<file path="config.mk">
export PLATFORM = sky130hd
export DESIGN_NAME = bal_byte_arith_logic_unit
export DESIGN_NICKNAME = d
export VERILOG_FILES = /design/src/bal_pkg.sv /design/src/bal_byte_arith_logic_unit.sv
export SDC_FILE = /design/constraint.sdc
export NUM_CORES = 1
export LEC_CHECK = 0
export BUFFER_PORTS_ARGS = -buffer_cell sky130_fd_sc_hd__buf_4
export CORE_MARGIN = 2
export CORE_UTILIZATION = 30
export CTS_CLUSTER_SIZE = 12
export DETAILED_ROUTE_END_ITERATION = 10
export GPL_TIMING_DRIVEN = 0
export PLACE_DENSITY = 0.5
export SETUP_SLACK_MARGIN = 0.1
export SYNTH_ARGS = -nofsm -noshare
export SYNTH_HDL_FRONTEND = slang
export SYNTH_SLANG_ARGS = --single-unit
export TNS_END_PERCENT = 5
</file>
<file path="constraint.sdc">
create_clock -name clock -period 4.1 [get_ports clock]
set_input_delay 0.41 -clock clock [delete_from_list [all_inputs] [get_ports clock]]
set_output_delay 0.41 -clock clock [all_outputs]
set_load 0.02 [all_outputs]
</file>
<file path="src/bal_pkg.sv">
`default_nettype none

package bal_pkg;

  // ---------------------------------------------------------------
  // widths and constants
  // ---------------------------------------------------------------
  localparam int unsigned BAL_DATA_W   = 8;
  localparam int unsigned BAL_WIMM_W   = 6;
  localparam int unsigned BAL_WIDE_W   = 16;
  localparam logic [7:0]  BAL_ZERO     = 8'h00;
  localparam logic [7:0]  BAL_ALL_ONES = 8'hFF;
  localparam logic [7:0]  BAL_ONE      = 8'h01;
  localparam logic [7:0]  BAL_SIGN_MIN = 8'h80;
  localparam logic [7:0]  BAL_SIGN_MAX = 8'h7F;
  localparam logic [15:0] BAL_WZERO    = 16'h0000;
  localparam logic [1:0]  BAL_WIMM_PAD = 2'h0;

  // cycles from presenting the request to the done pulse
  localparam int unsigned BAL_SHORT_CYCLES = 1;
  localparam int unsigned BAL_WORD_CYCLES  = 2;

  // ---------------------------------------------------------------
  // operation codes and sequencer states
  // ---------------------------------------------------------------
  typedef enum logic [4:0] {
    BAL_ADD,
    BAL_ADD_CARRY,
    BAL_WORD_ADD_IMMEDIATE,
    BAL_SUBTRACT,
    BAL_SUBTRACT_CONSTANT,
    BAL_SUBTRACT_WITH_BORROW,
    BAL_SUBTRACT_CONSTANT_WITH_BORROW,
    BAL_WORD_SUBTRACT_IMMEDIATE,
    BAL_AND,
    BAL_AND_WITH_CONSTANT,
    BAL_OR,
    BAL_OR_WITH_CONSTANT,
    BAL_EXCLUSIVE_OR,
    BAL_COMPLEMENT,
    BAL_SIGN_FLIP,
    BAL_SET_BITS_BY_MASK,
    BAL_CLEAR_BITS_BY_MASK,
    BAL_PLUS_ONE,
    BAL_MINUS_ONE,
    BAL_TEST_ZERO_NEGATIVE,
    BAL_CLEAR_REGISTER,
    BAL_FILL_ALL_ONES
  } bal_op_t;

  typedef enum logic [0:0] {
    BAL_IDLE,
    BAL_WORD_HIGH
  } bal_state_t;

endpackage

`default_nettype wire

</file>
<file path="src/bal_byte_arith_logic_unit.sv">
`timescale 1ns/1ps
`default_nettype none

// Operation
// - add and add-with-carry put dest plus source (plus carry) in dest, set Z C N V H, one cycle.
// - word add immediate adds a 6-bit constant to the high:low pair, sets Z C N V S, two cycles.
// - word subtract immediate takes a 6-bit constant from the pair, sets Z C N V S, two cycles.
// - subtract of a register or constant from dest stores the difference, sets Z C N V H, one cycle.
// - subtract with borrow stores dest minus source minus carry, sets Z C N V H, one cycle.
// - subtract constant with borrow stores dest minus constant minus carry, sets Z C N V H, one cycle.
// - AND with a register or constant stores the result and sets only Z N V, one cycle.
// - OR with register or constant and exclusive OR store the result, set only Z N V, one cycle.
// - set bits by mask ORs the mask into dest and sets Z N V in one cycle.
// - clear bits by mask ANDs dest with 0xFF minus the mask and sets Z N V in one cycle.
// - test leaves dest unchanged and sets Z N V from it in one cycle.
module bal_byte_arith_logic_unit
  import bal_pkg::*;
(
  // clock and reset
  input  wire logic                      clock,
  input  wire logic                      reset,
  // operation request
  input  wire logic                      op_start,
  input  wire bal_pkg::bal_op_t          op_code,
  input  wire logic [bal_pkg::BAL_DATA_W-1:0] dest_reg,
  input  wire logic [bal_pkg::BAL_DATA_W-1:0] source_reg,
  input  wire logic [bal_pkg::BAL_DATA_W-1:0] imm_value,
  input  wire logic [bal_pkg::BAL_DATA_W-1:0] pair_high,
  input  wire logic [bal_pkg::BAL_WIMM_W-1:0] word_imm,
  // results
  output logic [bal_pkg::BAL_DATA_W-1:0] result_r,
  output logic [bal_pkg::BAL_DATA_W-1:0] result_high_r,
  output logic                           done_r,
  output logic                           busy_r,
  // status flags
  output logic                           flag_c_r,
  output logic                           flag_z_r,
  output logic                           flag_n_r,
  output logic                           flag_v_r,
  output logic                           flag_s_r,
  output logic                           flag_h_r
);
  import bal_pkg::*;

  // -----------------------------------------------------------------
  // adder helpers: {carry, half, overflow, result}
  // -----------------------------------------------------------------
  function automatic logic [10:0] bal_add8(input logic [7:0] x,
                                           input logic [7:0] y,
                                           input logic       ci);
    logic [8:0] w;
    w = {1'h0, x} + {1'h0, y} + {8'h00, ci};
    return {w[8], x[4] ^ y[4] ^ w[4], (x[7] == y[7]) && (w[7] != x[7]),
            w[7:0]};
  endfunction

  function automatic logic [10:0] bal_sub8(input logic [7:0] x,
                                           input logic [7:0] y,
                                           input logic       ci);
    logic [8:0] w;
    w = {1'h0, x} - {1'h0, y} - {8'h00, ci};
    return {w[8], x[4] ^ y[4] ^ w[4], (x[7] != y[7]) && (w[7] != x[7]),
            w[7:0]};
  endfunction

  // -----------------------------------------------------------------
  // request decode
  // -----------------------------------------------------------------
  bal_state_t  state_r;
  logic        take;
  logic        word_op;
  logic        word_sub;
  logic [7:0]  pair_hi_r;
  logic [7:0]  wlo_r;
  logic        wcarry_r;
  logic        wsub_r;
  logic [10:0] wlo_nxt;
  logic [10:0] whi_nxt;
  logic [15:0] wide_nxt;

  assign take     = op_start && (state_r == BAL_IDLE);
  assign word_sub = (op_code == BAL_WORD_SUBTRACT_IMMEDIATE);
  assign word_op  = (op_code == BAL_WORD_ADD_IMMEDIATE) || word_sub;

  // -----------------------------------------------------------------
  // byte datapath
  // -----------------------------------------------------------------
  logic [10:0] arith;
  logic        is_arith;
  logic [7:0]  byte_nxt;
  logic        c_nxt;
  logic        z_nxt;
  logic        n_nxt;
  logic        v_nxt;
  logic        h_nxt;

  always_comb
  begin
    arith    = 11'h000;
    is_arith = 1'b0;
    byte_nxt = dest_reg;
    c_nxt    = flag_c_r;
    h_nxt    = flag_h_r;
    v_nxt    = 1'b0;
    case (op_code)
      BAL_ADD, BAL_ADD_CARRY:
      begin
        is_arith = 1'b1;
        arith = bal_add8(dest_reg, source_reg,
                         (op_code == BAL_ADD_CARRY) && flag_c_r);
      end
      BAL_SUBTRACT:
      begin
        is_arith = 1'b1;
        arith = bal_sub8(dest_reg, source_reg, 1'b0);
      end
      BAL_SUBTRACT_CONSTANT:
      begin
        is_arith = 1'b1;
        arith = bal_sub8(dest_reg, imm_value, 1'b0);
      end
      BAL_SUBTRACT_WITH_BORROW:
      begin
        is_arith = 1'b1;
        arith = bal_sub8(dest_reg, source_reg, flag_c_r);
      end
      BAL_SUBTRACT_CONSTANT_WITH_BORROW:
      begin
        is_arith = 1'b1;
        arith = bal_sub8(dest_reg, imm_value, flag_c_r);
      end
      BAL_SIGN_FLIP:
      begin
        is_arith = 1'b1;
        arith = bal_sub8(BAL_ZERO, dest_reg, 1'b0);
      end
      BAL_AND:                byte_nxt = dest_reg & source_reg;
      BAL_AND_WITH_CONSTANT:  byte_nxt = dest_reg & imm_value;
      BAL_OR:                 byte_nxt = dest_reg | source_reg;
      BAL_OR_WITH_CONSTANT:   byte_nxt = dest_reg | imm_value;
      BAL_EXCLUSIVE_OR:       byte_nxt = dest_reg ^ source_reg;
      BAL_SET_BITS_BY_MASK:   byte_nxt = dest_reg | imm_value;
      BAL_CLEAR_BITS_BY_MASK:
        byte_nxt = dest_reg & (BAL_ALL_ONES - imm_value);
      BAL_TEST_ZERO_NEGATIVE: byte_nxt = dest_reg & dest_reg;
      BAL_CLEAR_REGISTER:     byte_nxt = dest_reg ^ dest_reg;
      BAL_COMPLEMENT:
      begin
        byte_nxt = BAL_ALL_ONES - dest_reg;
        c_nxt    = 1'b1;
      end
      BAL_PLUS_ONE:
      begin
        byte_nxt = dest_reg + BAL_ONE;
        v_nxt    = (byte_nxt == BAL_SIGN_MIN);
      end
      BAL_MINUS_ONE:
      begin
        byte_nxt = dest_reg - BAL_ONE;
        v_nxt    = (byte_nxt == BAL_SIGN_MAX);
      end
      BAL_FILL_ALL_ONES:      byte_nxt = BAL_ALL_ONES;
      default:                byte_nxt = dest_reg;
    endcase
    if (is_arith)
    begin
      byte_nxt = arith[7:0];
      c_nxt    = arith[10];
      h_nxt    = arith[9];
      v_nxt    = arith[8];
    end
    z_nxt = (byte_nxt == BAL_ZERO);
    n_nxt = byte_nxt[7];
  end

  // -----------------------------------------------------------------
  // word datapath: low byte on the taking edge, high byte next
  // -----------------------------------------------------------------
  always_comb
  begin
    wlo_nxt = word_sub ? bal_sub8(dest_reg, {BAL_WIMM_PAD, word_imm}, 1'b0)
                       : bal_add8(dest_reg, {BAL_WIMM_PAD, word_imm}, 1'b0);
    whi_nxt = wsub_r ? bal_sub8(pair_hi_r, BAL_ZERO, wcarry_r)
                     : bal_add8(pair_hi_r, BAL_ZERO, wcarry_r);
    wide_nxt = {whi_nxt[7:0], wlo_r};
  end

  // -----------------------------------------------------------------
  // sequencer and word operand capture
  // -----------------------------------------------------------------
  always_ff @(posedge clock or posedge reset)
  begin
    if (reset)
    begin
      state_r   <= BAL_IDLE;
      busy_r    <= 1'b0;
      pair_hi_r <= BAL_ZERO;
      wlo_r     <= BAL_ZERO;
      wcarry_r  <= 1'b0;
      wsub_r    <= 1'b0;
    end
    else
    begin
      case (state_r)
        BAL_IDLE:
          if (take && word_op)
          begin
            state_r   <= BAL_WORD_HIGH;
            busy_r    <= 1'b1;
            pair_hi_r <= pair_high;
            wlo_r     <= wlo_nxt[7:0];
            wcarry_r  <= wlo_nxt[10];
            wsub_r    <= word_sub;
          end
        BAL_WORD_HIGH:
        begin
          state_r <= BAL_IDLE;
          busy_r  <= 1'b0;
        end
        default:
        begin
          state_r <= BAL_IDLE;
          busy_r  <= 1'b0;
        end
      endcase
    end
  end

  // -----------------------------------------------------------------
  // results and completion
  // -----------------------------------------------------------------
  always_ff @(posedge clock or posedge reset)
  begin
    if (reset)
    begin
      result_r      <= BAL_ZERO;
      result_high_r <= BAL_ZERO;
      done_r        <= 1'b0;
    end
    else if (state_r == BAL_WORD_HIGH)
    begin
      result_r      <= wide_nxt[7:0];
      result_high_r <= wide_nxt[15:8];
      done_r        <= 1'b1;
    end
    else
    begin
      done_r <= take && !word_op;
      if (take && !word_op)
        result_r <= byte_nxt;
    end
  end

  // -----------------------------------------------------------------
  // status flags
  // -----------------------------------------------------------------
  always_ff @(posedge clock or posedge reset)
  begin
    if (reset)
    begin
      flag_c_r <= 1'b0;
      flag_z_r <= 1'b0;
      flag_n_r <= 1'b0;
      flag_v_r <= 1'b0;
      flag_s_r <= 1'b0;
      flag_h_r <= 1'b0;
    end
    else if (state_r == BAL_WORD_HIGH)
    begin
      flag_c_r <= whi_nxt[10];
      flag_v_r <= whi_nxt[8];
      flag_n_r <= wide_nxt[15];
      flag_z_r <= (wide_nxt == BAL_WZERO);
      flag_s_r <= wide_nxt[15] ^ whi_nxt[8];
    end
    else if (take && !word_op && (op_code != BAL_FILL_ALL_ONES))
    begin
      flag_c_r <= c_nxt;
      flag_z_r <= z_nxt;
      flag_n_r <= n_nxt;
      flag_v_r <= v_nxt;
      flag_h_r <= h_nxt;
    end
  end
endmodule

`default_nettype wire

</file>
==> impl_metrics.tcl, run 1 <==
set metrics [dict create \
    yosys-top-cells-count "88 x nand2_1, 66 x nor2_1, 50 x ha_1" \
    root_buffer "clkbuf_16" \
    route.detailed.drc 0 \
    core_um2 19500 \
    gp_congestion 0.962 \
    htreeDepth 2 \
    num_vias 6384 \
    ys_types 82 \
    place_area_um2 6870 \
    synthTopCellsByArea "dfrtp_1 18%, ha_1 10%, nand2_1 5.5%" \
    synth.largest_area_cell "dfrtp_1" \
    synth_warnings 0 \
    syn_area_um2 5980 \
    synth_flop_cell "dfrtp_1" \
    die_h_um 145 \
    cp_max_fo 10 \
    pin_count 70 \
    ys_ff_latch 43 \
    layout_min_cycle_time_ps 3780 \
    grt_use_total 0.205 \
    wl_per_cell_um 19.7 \
    drv_cap 0 \
    maxSlewViolCount 0 \
    ctsHoldBuffers 0 \
    ys_seq_area_frac 0.180 \
    drtAntennaViolNets 0 \
    synth_top_cell_area_share 0.180 \
    drive_gt1_frac 0.149 \
    area_delta_synth_final_pct 18.5 \
    vias_per_cell 5.65 \
    n_antenna_cell 0 \
    p_int_uw 1240 \
    status "finished, final reports clean" \
    cp_slowest_cell "or4b_1" \
    placed_cells 1117 \
    io_buffer_count 68 \
    sw_frac_of_total 0.411 \
    end_kind "flip-flop" \
    max-slew-margin-rel 0.0441 \
    die_area_um2 21100 \
    max-clock-path-buffers 2 \
    path_class "input pin to flip-flop" \
    dp_hpwl_um 17900 \
    power.switching_uw 866 \
    drt_wl_total_um 22300 \
    tightest_slew_ps 1420 \
    die_x_um 145 \
    crit_chain "buf_4 -> buf_2 -> nor2_1 -> nand4_1 -> fa_1 -> fa_1 -> o21bai_1 -> a21oi_1 -> o31ai_1 -> xnor2_1 -> nand2_1 -> o211ai_1 -> o22a_1 -> or4b_1 -> o21ai_1" \
    clock_latency_ps 280 \
    nets 966 \
    hold_viol 0 \
    power_density_nw_per_um2 297 \
    async_flop_share 1.00 \
    syn_area_per_cell_um2 7.65 \
    cts_made_buffers 5 \
    timing.setup.tns_ps 0 \
    peakVddDrop_uv 218 \
    p_seq_frac 0.290 \
    max_freq_mhz 265 \
    multi_input_comb_area_um2 4530 \
    cp_data_arrival_time_ps 3990 \
    hp-class "input pin to asynchronous set/reset pin" \
    syn_inst 782 \
    rsz0062_at_grt "no" \
    finalInstanceArea_um2 7090 \
    synth_edf_count 0 \
    yosysMostFrequentCell "nand2_1" \
    skew_ps 6.19 \
    cts_sinks 43 \
    finalCritPeriodShare 0.922 \
    reg2regPathDepth 12 \
    comb_power_share 0.493 \
    grt_pass1_vias 5837 \
    critPathMaxStageDelay_ps 480 \
    grt_overflow 0 \
    regArea_um2 1080 \
    cp.required_ps 4310 \
    grt_max_degree 24 \
    pwr-share-clk 0.217 \
    drt_first_pass_iters 5 \
    cts_tree "built" \
    path_clk_slew_ps 60 \
    synth_nets 884 \
    num_rows 51 \
    fillCellCount 2145 \
    total_power_uw 2110 \
    crit_path_start_kind "input pin" \
    stdcell_count 1130 \
    finalSetupViolations 0 \
    p_leak_uw 0.00301 \
    grt_pass1_wl_um 34600 \
    cp_common_cell "fa_1" \
    drtIter0Drc 632 \
    initial_utilization 0.306 \
    antenna_found_initial 0 \
    pre_cts_ws_ps -379 \
    setup_ws_ps 320 \
]
## metal layers
| metal | share of wire | vias up | GRT usage | wire length, µm |
|---|---|---|---|---|
| li1 | - | 3041 | - | - |
| met1 | 0.47 | 3050 | 0.296 | 10400 |
| met2 | 0.44 | 253 | 0.325 | 9900 |
| met3 | 0.063 | 40 | 0.0223 | 1410 |
| met4 | 0.025 | 0 | 0.0500 | 566 |
| met5 | 0 | - | 0 | 0 |
## state kept, by name (all words and copies together), names as in the netlist
name	cells
wsub_r	1
wcarry_r	1
pair_hi_r	8
busy_r	1
state_r	1
flag_c_r	1
flag_n_r	1
flag_s_r	1
done_r	1
wlo_r	8
flag_z_r	1
flag_h_r	1
result_high_r	8
result_r	8
flag_v_r	1
## cell type report
cell class	count	area share
clock buffers	5	0.0177
flip-flops and latches	43	0.152
clock inverters	3	0.00618
well taps	265	0.0468
plain buffers	42	0.0275
multi-input cells	646	0.639
inverters	49	0.0270
repair buffers	77	0.0844
## cells by family (layout without fill, tap and decap cells)
logic type      after synthesis  count (layout)  share of synthesized area
flops                        43              43                      0.180
xor+xnor                     52              52                     0.0761
buf+inv                      93             176                     0.0646
simple gates                269             269                      0.221
fa+ha+maj                    56              56                      0.125
compound gates              250             250                      0.301
mux                          19              19                     0.0335
## power groups by stage
stage | clock network (µW) | registers, µW | logic, µW
CTS | 469 | 612 | 1030
global placement | 0 | 619 | 1010
finish | 456 | 612 | 1040
global route | 483 | 625 | 1140
detailed placement | 0 | 619 | 1020
floorplan | 0 | 670 | 607
## final timing paths
check / from / endpoint / slack (ps)
worst max-delay path: op_code[3] / flag_z_r / 320
worst min-delay path: reset / pair_hi_r[4] / 160
worst max register to register: flag_c_r / flag_z_r / 530
worst min register to register: busy_r / busy_r / 490
max in group asynchronous: reset / result_r[3] / 3460
min in group clock: pair_high[3] / pair_hi_r[3] / 310
## stage by stage
| stage | util | hold slack, ps |
|---|---|---|
| finish | 0.363 | 158 |
| global route | 0.363 | 198 |
| CTS | 0.361 | 170 |
| detailed placement | 0.352 | 474 |
| global placement | 0.350 | 471 |
| floorplan | - | 464 |
## critical path, delay by kind of cell
kind	cells	cell delay, ps
AO/OA/AOI/OAI	6	1180
XOR/XNOR	1	110
adder cells (fa/ha/maj)	2	880
buffers and inverters	2	300
AND/OR/NAND/NOR	4	1090
## repair_timing
item,in CTS,in global routing
resized for setup,1,1
gates cloned,0,0
buffers inserted,3,4
hold endpoints to repair,0,0
endpoints found under the setup margin,1,2
## cell usage in the layout, fill, tap and decap left out, drive strengths merged, types with 5 or more instances in the layout
cell type   n
nand2b     14
buf        97
a21o        8
a221oi      8
mux2i      11
clkbuf     27
xnor2      32
a31oi      11
nor2b      16
o211ai     10
o221ai     10
a22oi       7
o21ai      47
nor3       17
dfrtp      43
o21a        7
a2111oi    10
xor2       20
a211oi      6
nor4        8
nor2       66
nand3      21
nand2      88
clkinv      5
a21oi      44
nand4       5
mux2        8
inv        44
nor3b       7
ha         50
o22ai      18
or3         5
fa          6
o21bai     11
Note: power is estimated with default switching activity, not from simulation.
==> run 2: changes to the inputs <==
--- a/config.mk
+++ b/config.mk
@@ -5,6 +5,7 @@
 export SDC_FILE = /design/constraint.sdc
 export NUM_CORES = 1
 export LEC_CHECK = 0
+export ABC_AREA = 1
 export BUFFER_PORTS_ARGS = -buffer_cell sky130_fd_sc_hd__buf_4
 export CORE_MARGIN = 2
 export CORE_UTILIZATION = 30
==> run 2 against run 1 <==
Effect of this change: sequential power rose by 3%; non-clock buffer count decreased by 32; clock-buffer cell count up 1; area after synthesis increased by 2.0%; maximum frequency increased by 18%; critical endpoint is now flag_h_r; utilization decreased by 0.86 points; cell count increased by 20%; synthesized cell count rose by 30%; critical path depth up 1; total power shrank 1.8%; register-to-register slack better by 630 ps; hold slack gained 19 ps.
==> impl_metrics.tcl, run 2 <==
set metrics [dict create \
    antenna_found_initial 0 \
    route.detailed.drc 0 \
    synthTopCellsByArea "nand2_1 19%, dfrtp_1 18%, ha_1 10%" \
    vias_per_cell 5.07 \
    n_antenna_cell 0 \
    die_h_um 147 \
    fillCellCount 2278 \
    root_buffer "clkbuf_16" \
    path_clk_slew_ps 60 \
    r2r_end "flag_z_r" \
    ctsHoldBuffers 0 \
    skew_ps 4.29 \
    synth_warnings 0 \
    hold_viol 0 \
    gp_congestion 0.968 \
    rsz0062_at_grt "no" \
    cts_made_buffers 5 \
    pin_count 70 \
    yosysMostFrequentCell "nand2_1" \
    initial_utilization 0.304 \
    reg2regPathDepth 16 \
    drtAntennaViolNets 0 \
    grt_overflow 0 \
    drv_cap 0 \
    critPathMaxStageDelay_ps 570 \
    cts_sinks 43 \
    pre_cts_ws_ps 632 \
    stdcell_count 1359 \
    placed_cells 1352 \
    syn_area_per_cell_um2 6.01 \
    peakVddDrop_uv 213 \
    finalCritPeriodShare 0.782 \
    cp_data_arrival_time_ps 3380 \
    setup_ws_ps 894 \
    ys_ff_latch 43 \
    yosys-top-cells-count "301 x nand2_1, 139 x inv_1, 103 x nand3_1" \
    synth.largest_area_cell "nand2_1" \
    worstReg2RegStart "flag_c_r" \
    grt_pass1_vias 6265 \
    cp_slowest_cell "fa_1" \
    drt_wl_total_um 23200 \
    wl_per_cell_um 17.0 \
    area_delta_synth_final_pct 16.7 \
    layout_min_cycle_time_ps 3210 \
    cp.required_ps 4270 \
    dp_hpwl_um 19500 \
    grt_pass1_wl_um 36100 \
    mostFrequentLayoutCells "301 x nand2_1, 138 x inv_1, 103 x nand3_1, 87 x nor2_1, 76 x o21ai_0" \
    io_buffer_count 66 \
    timing.setup.tns_ps 0 \
    core_um2 20100 \
    synth_nets 1117 \
    syn_inst 1015 \
    max_freq_mhz 312 \
    syn_area_um2 6100 \
    path_class "input pin to flip-flop" \
    synth_edf_count 0 \
    total_power_uw 2070 \
    drtIter0Drc 585 \
    grt_max_degree 23 \
    cts_tree "built" \
    regToRegSetupSlack_ps 1160 \
    grt_use_total 0.215 \
    tightest_slew_ps 750 \
    ys_seq_area_frac 0.176 \
    cts_setup_buffers 0 \
    cp_max_fo 11 \
    max-slew-margin-rel 0.494 \
    drt_first_pass_iters 5 \
    clock_latency_ps 280 \
    die_x_um 147 \
    die_area_um2 21500 \
    synth_top_cell_area_share 0.185 \
    cp_common_cell "inv_1" \
    status "finished, final reports clean" \
    crit_path_start_kind "input pin" \
    ys_types 48 \
    nets 1191 \
    async_flop_share 1.00 \
    finalSetupViolations 0 \
    num_rows 52 \
    cts_resized 0 \
    p_leak_uw 0.00379 \
    maxSlewViolCount 0 \
    crit_chain "buf_4 -> inv_1 -> ha_1 -> fa_1 -> ha_1 -> inv_1 -> nor2_1 -> nand3_1 -> xor2_1 -> nor2_1 -> a21oi_1 -> or2_2 -> nand3b_1 -> nand3_1 -> o21ai_1 -> inv_1" \
    max-clock-path-buffers 2 \
    end_kind "flip-flop" \
    hp-class "input pin to asynchronous set/reset pin" \
    power_density_nw_per_um2 290 \
    num_vias 6890 \
    worstSetupStartpoint "dest_reg[0]" \
    htreeDepth 2 \
    synth_flop_cell "dfrtp_1" \
    final_common_cell "nand2_1" \
    drive_gt1_frac 0.118 \
]
## run 2: changes by cell type after synthesis, sizes merged, moves of 21 or more
cell / before / now
inv: 46 / 151
nor2: 66 / 98
xnor2: 32 / 1
o21ai: 47 / 79
nand4: 5 / 26
nand3: 21 / 109
nand2: 88 / 307
## run 2: kinds of logic after synthesis
family	synth area share
simple gates	0.422
buf+inv	0.112
compound gates	0.143
fa+ha+maj	0.122
flops	0.176
xor+xnor	0.0244
## run 2: final cells by class
class	count	area, µm²	area share
clock inverters	1	30.0	0.00421
well taps	270	338	0.0474
repair buffers	67	523	0.0734
clock buffers	6	129	0.0181
flip-flops and latches	43	1080	0.151
inverters	152	571	0.0801
plain buffers	20	114	0.0160
multi-input cells	800	4340	0.610
## run 2: power by group
part           leakage, µW  internal (µW)  switching (µW)
logic              0.00319            356             646
registers         0.000527            534            95.1
clock network    0.0000769            284             152
total              0.00379           1170             893
## run 2: metrics by stage
step	hold slack, ps	utilization	area, µm²
floorplan	453	-	6100
global placement	469	0.345	6940
detailed placement	473	0.346	6970
CTS	196	0.354	7120
global route	218	0.354	7120
finish	177	0.354	7120
## run 2: metal layers
metal  GRT usage  wire, µm  vias to the layer above
li1            -         -                     3464
met1       0.320     11400                     3175
met2       0.331      9890                      224
met3      0.0294      1440                       27
met4      0.0432       471                        0
met5           0         0                        -
## run 2: worst max-delay path: cells and delay by family
kind | cells | cell delay, ps
fa+ha+maj | 3 | 1090
simple gates | 6 | 1080
buf+inv | 4 | 450
xor+xnor | 1 | 180
compound gates | 2 | 170
## run 2: worst max-delay path by stage
stage,to,depth (start not counted)
floorplan,flag_z_r,20
global route,flag_h_r,16
finish,flag_h_r,16
detailed placement,flag_h_r,16
CTS,flag_h_r,16
global placement,flag_h_r,16
==> run 3: changes to the inputs <==
--- a/config.mk
+++ b/config.mk
@@ -12,7 +12,7 @@
 export CTS_CLUSTER_SIZE = 12
 export DETAILED_ROUTE_END_ITERATION = 10
 export GPL_TIMING_DRIVEN = 0
-export PLACE_DENSITY = 0.5
+export PLACE_DENSITY = 0.51
 export SETUP_SLACK_MARGIN = 0.1
 export SYNTH_ARGS = -nofsm -noshare
 export SYNTH_HDL_FRONTEND = slang
==> constraint.sdc (replaced) <==
create_clock -name clock -period 2.8 [get_ports clock]
set_input_delay 0.28 -clock clock [delete_from_list [all_inputs] [get_ports clock]]
set_output_delay 0.28 -clock clock [all_outputs]
set_load 0.02 [all_outputs]
==> run 3 against run 2 <==
Effect of this change: clock skew shrank 1.5 ps; via count increased by 0.81%; worst setup slack worse by 770 ps; total power increased by 47%; critical path depth stayed put; first-iteration DRC count grew 6.2%; clock-buffer cell count unchanged; sequential share of layout area shrank 0.50 points; flip-flop and latch count did not move; critical endpoint unchanged; highest routed layer unchanged.
==> impl_metrics.tcl, run 3 (synthesized netlist as in run 2, its figures left out) <==
set metrics [dict create \
    status "finished, final reports clean" \
    cp_num_buf_inv 4 \
    num_rows 52 \
    grt_overflow 0 \
    htreeDepth 2 \
    gp_congestion 0.953 \
    max-slew-margin-rel 0.572 \
    io_buffer_count 66 \
    peakVddDrop_uv 203 \
    cts_made_buffers 5 \
    layout_min_cycle_time_ps 2680 \
    power_density_nw_per_um2 412 \
    reg2regPathDepth 16 \
    critPathMaxStageDelay_ps 610 \
    cp.required_ps 2980 \
    cp_top_family "adder cells" \
    r2r_end "flag_z_r" \
    stdcell_count 1376 \
    hp-class "input pin to flip-flop" \
    holdPathEnd "pair_hi_r[3]" \
    drv_cap 0 \
    cp_slowest_cell "fa_2" \
    die_x_um 147 \
    tightest_slew_ps 643 \
    path_clk_slew_ps 60 \
    regToRegSetupSlack_ps 190 \
    cts_tree "built" \
    worstHoldStart "pair_high[3]" \
    max-clock-path-buffers 2 \
    drtAntennaViolNets 0 \
    rsz0062_at_grt "yes" \
    drt_wl_total_um 23200 \
    finalCritPeriodShare 0.957 \
    finalSetupViolations 0 \
    grt_use_total 0.216 \
    max_freq_mhz 373 \
    pin_count 70 \
    end_kind "flip-flop" \
    vias_per_cell 5.05 \
    die_h_um 147 \
    grt_max_degree 33 \
    area_delta_synth_final_pct 20.8 \
    timing.setup.tns_ps 0 \
    cp_data_arrival_time_ps 2860 \
    skew_ps 2.79 \
    initial_utilization 0.304 \
    crit_path_start_kind "input pin" \
    p_leak_uw 0.00386 \
    path_class "input pin to flip-flop" \
    fillCellCount 2282 \
    final_common_cell "nand2_1" \
    crit_chain "buf_6 -> clkinvlp_4 -> ha_4 -> fa_2 -> ha_4 -> inv_1 -> nor2_2 -> nand3_2 -> xor2_1 -> nor2_2 -> a21oi_2 -> or2_2 -> nand3b_1 -> nand3_2 -> o21ai_2 -> inv_1" \
    cts_sinks 43 \
    grt_pass1_wl_um 36300 \
    antenna_found_initial 0 \
    placed_cells 1352 \
    core_um2 20100 \
    num_vias 6946 \
    top_layer "met4" \
    die_area_um2 21500 \
    grt_pass1_vias 6500 \
    cp_max_fo 8 \
    maxSlewViolCount 0 \
    route.detailed.drc 0 \
    worstReg2RegStart "flag_c_r" \
    dr_wl_met3_um 1460 \
    dp_hpwl_um 19200 \
    drtIter0Drc 621 \
    n_antenna_cell 0 \
    holdPathStages 3 \
    root_buffer "clkbuf_16" \
    clock_latency_ps 280 \
    wl_met2_um 9930 \
    nets 1208 \
    mostFrequentLayoutCells "300 x nand2_1, 133 x inv_1, 97 x nand3_1, 80 x buf_4, 80 x nor2_1" \
    drive_gt1_frac 0.161 \
    wl_met1_um 11300 \
    drt_first_pass_iters 5 \
    wl_per_cell_um 16.9 \
    hold_viol 0 \
]
## run 3: cell types whose count changed in the layout (fill, tap and decap cells not counted), sizes merged
cell         previous run  this run
inv                   151       149
clkinv                  1         2
bufinv                  1         0
dlygate4sd3             0         1
buf                    77        93
clkinvlp                0         2
## run 3: routing by layer
layer	track usage	vias up
met5	0	-
met4	0.0519	0
met3	0.0222	30
met2	0.332	239
met1	0.323	3182
li1	-	3495
## run 3: report_power, final
group          leakage, µW  switching [µW]  internal, µW
clock network    0.0000727             230           348
registers         0.000526             131           783
logic              0.00326             977           567
## run 3: how the worst max path moves through the flow
stage / start / to / cells past startpoint / slack (ps)
2_1_floorplan: op_code[4] / flag_z_r / 20 / 160
3_3_place_gp: dest_reg[0] / flag_h_r / 16 / -500
3_5_place_dp: dest_reg[0] / flag_h_r / 16 / -500
4_1_cts: dest_reg[0] / flag_z_r / 16 / 40
5_1_grt: dest_reg[0] / flag_h_r / 16 / 20
6_report: dest_reg[0] / flag_h_r / 16 / 120
## run 3: worst register-to-register path, stage by stage (launching register included)
cell and delay [ps]:
dfrtp_2 450, nand3_2 120, fa_2 430, fa_2 350, inv_2 110, nand3_1 130, nand2_1 150, nand2_1 60
nand3_1 60, nand3_1 70, nor2_1 110, nand2_1 80, nand2_1 70, nand3_1 100, nor2_2 100, nand2_1 70
a21oi_2 100
## run 3: final cells by class
class                   count  area (µm²)  share of cell area
well taps                 270         338              0.0458
multi-input cells         800        4460               0.605
inverters                 152         578              0.0784
flip-flops and latches     43        1080               0.146
plain buffers              20         114              0.0154
clock buffers               6         139              0.0188
clock inverters             1        5.00            0.000679
repair buffers             84         664              0.0901
## run 3: repair_timing
action / in CTS / in global routing
setup endpoints to repair: 6 / 10
pin swaps: 4 / 16
buffers inserted: 6 / 10
hold buffers: 1 / 0
gates resized for setup: 9 / 33
endpoints found under the hold margin: 11 / 0
## run 3: metrics by stage
step	utilization	hold WS, ps	setup WS [ps]	total power, µW	instance area [µm²]
floorplan	-	401	157	1830	6100
global placement	0.345	469	-497	2370	6940
detailed placement	0.346	245	-498	2380	6960
global route	0.367	211	17.0	3270	7380
finish	0.367	203	121	3040	7380
CTS	0.357	203	44.6	2980	7180
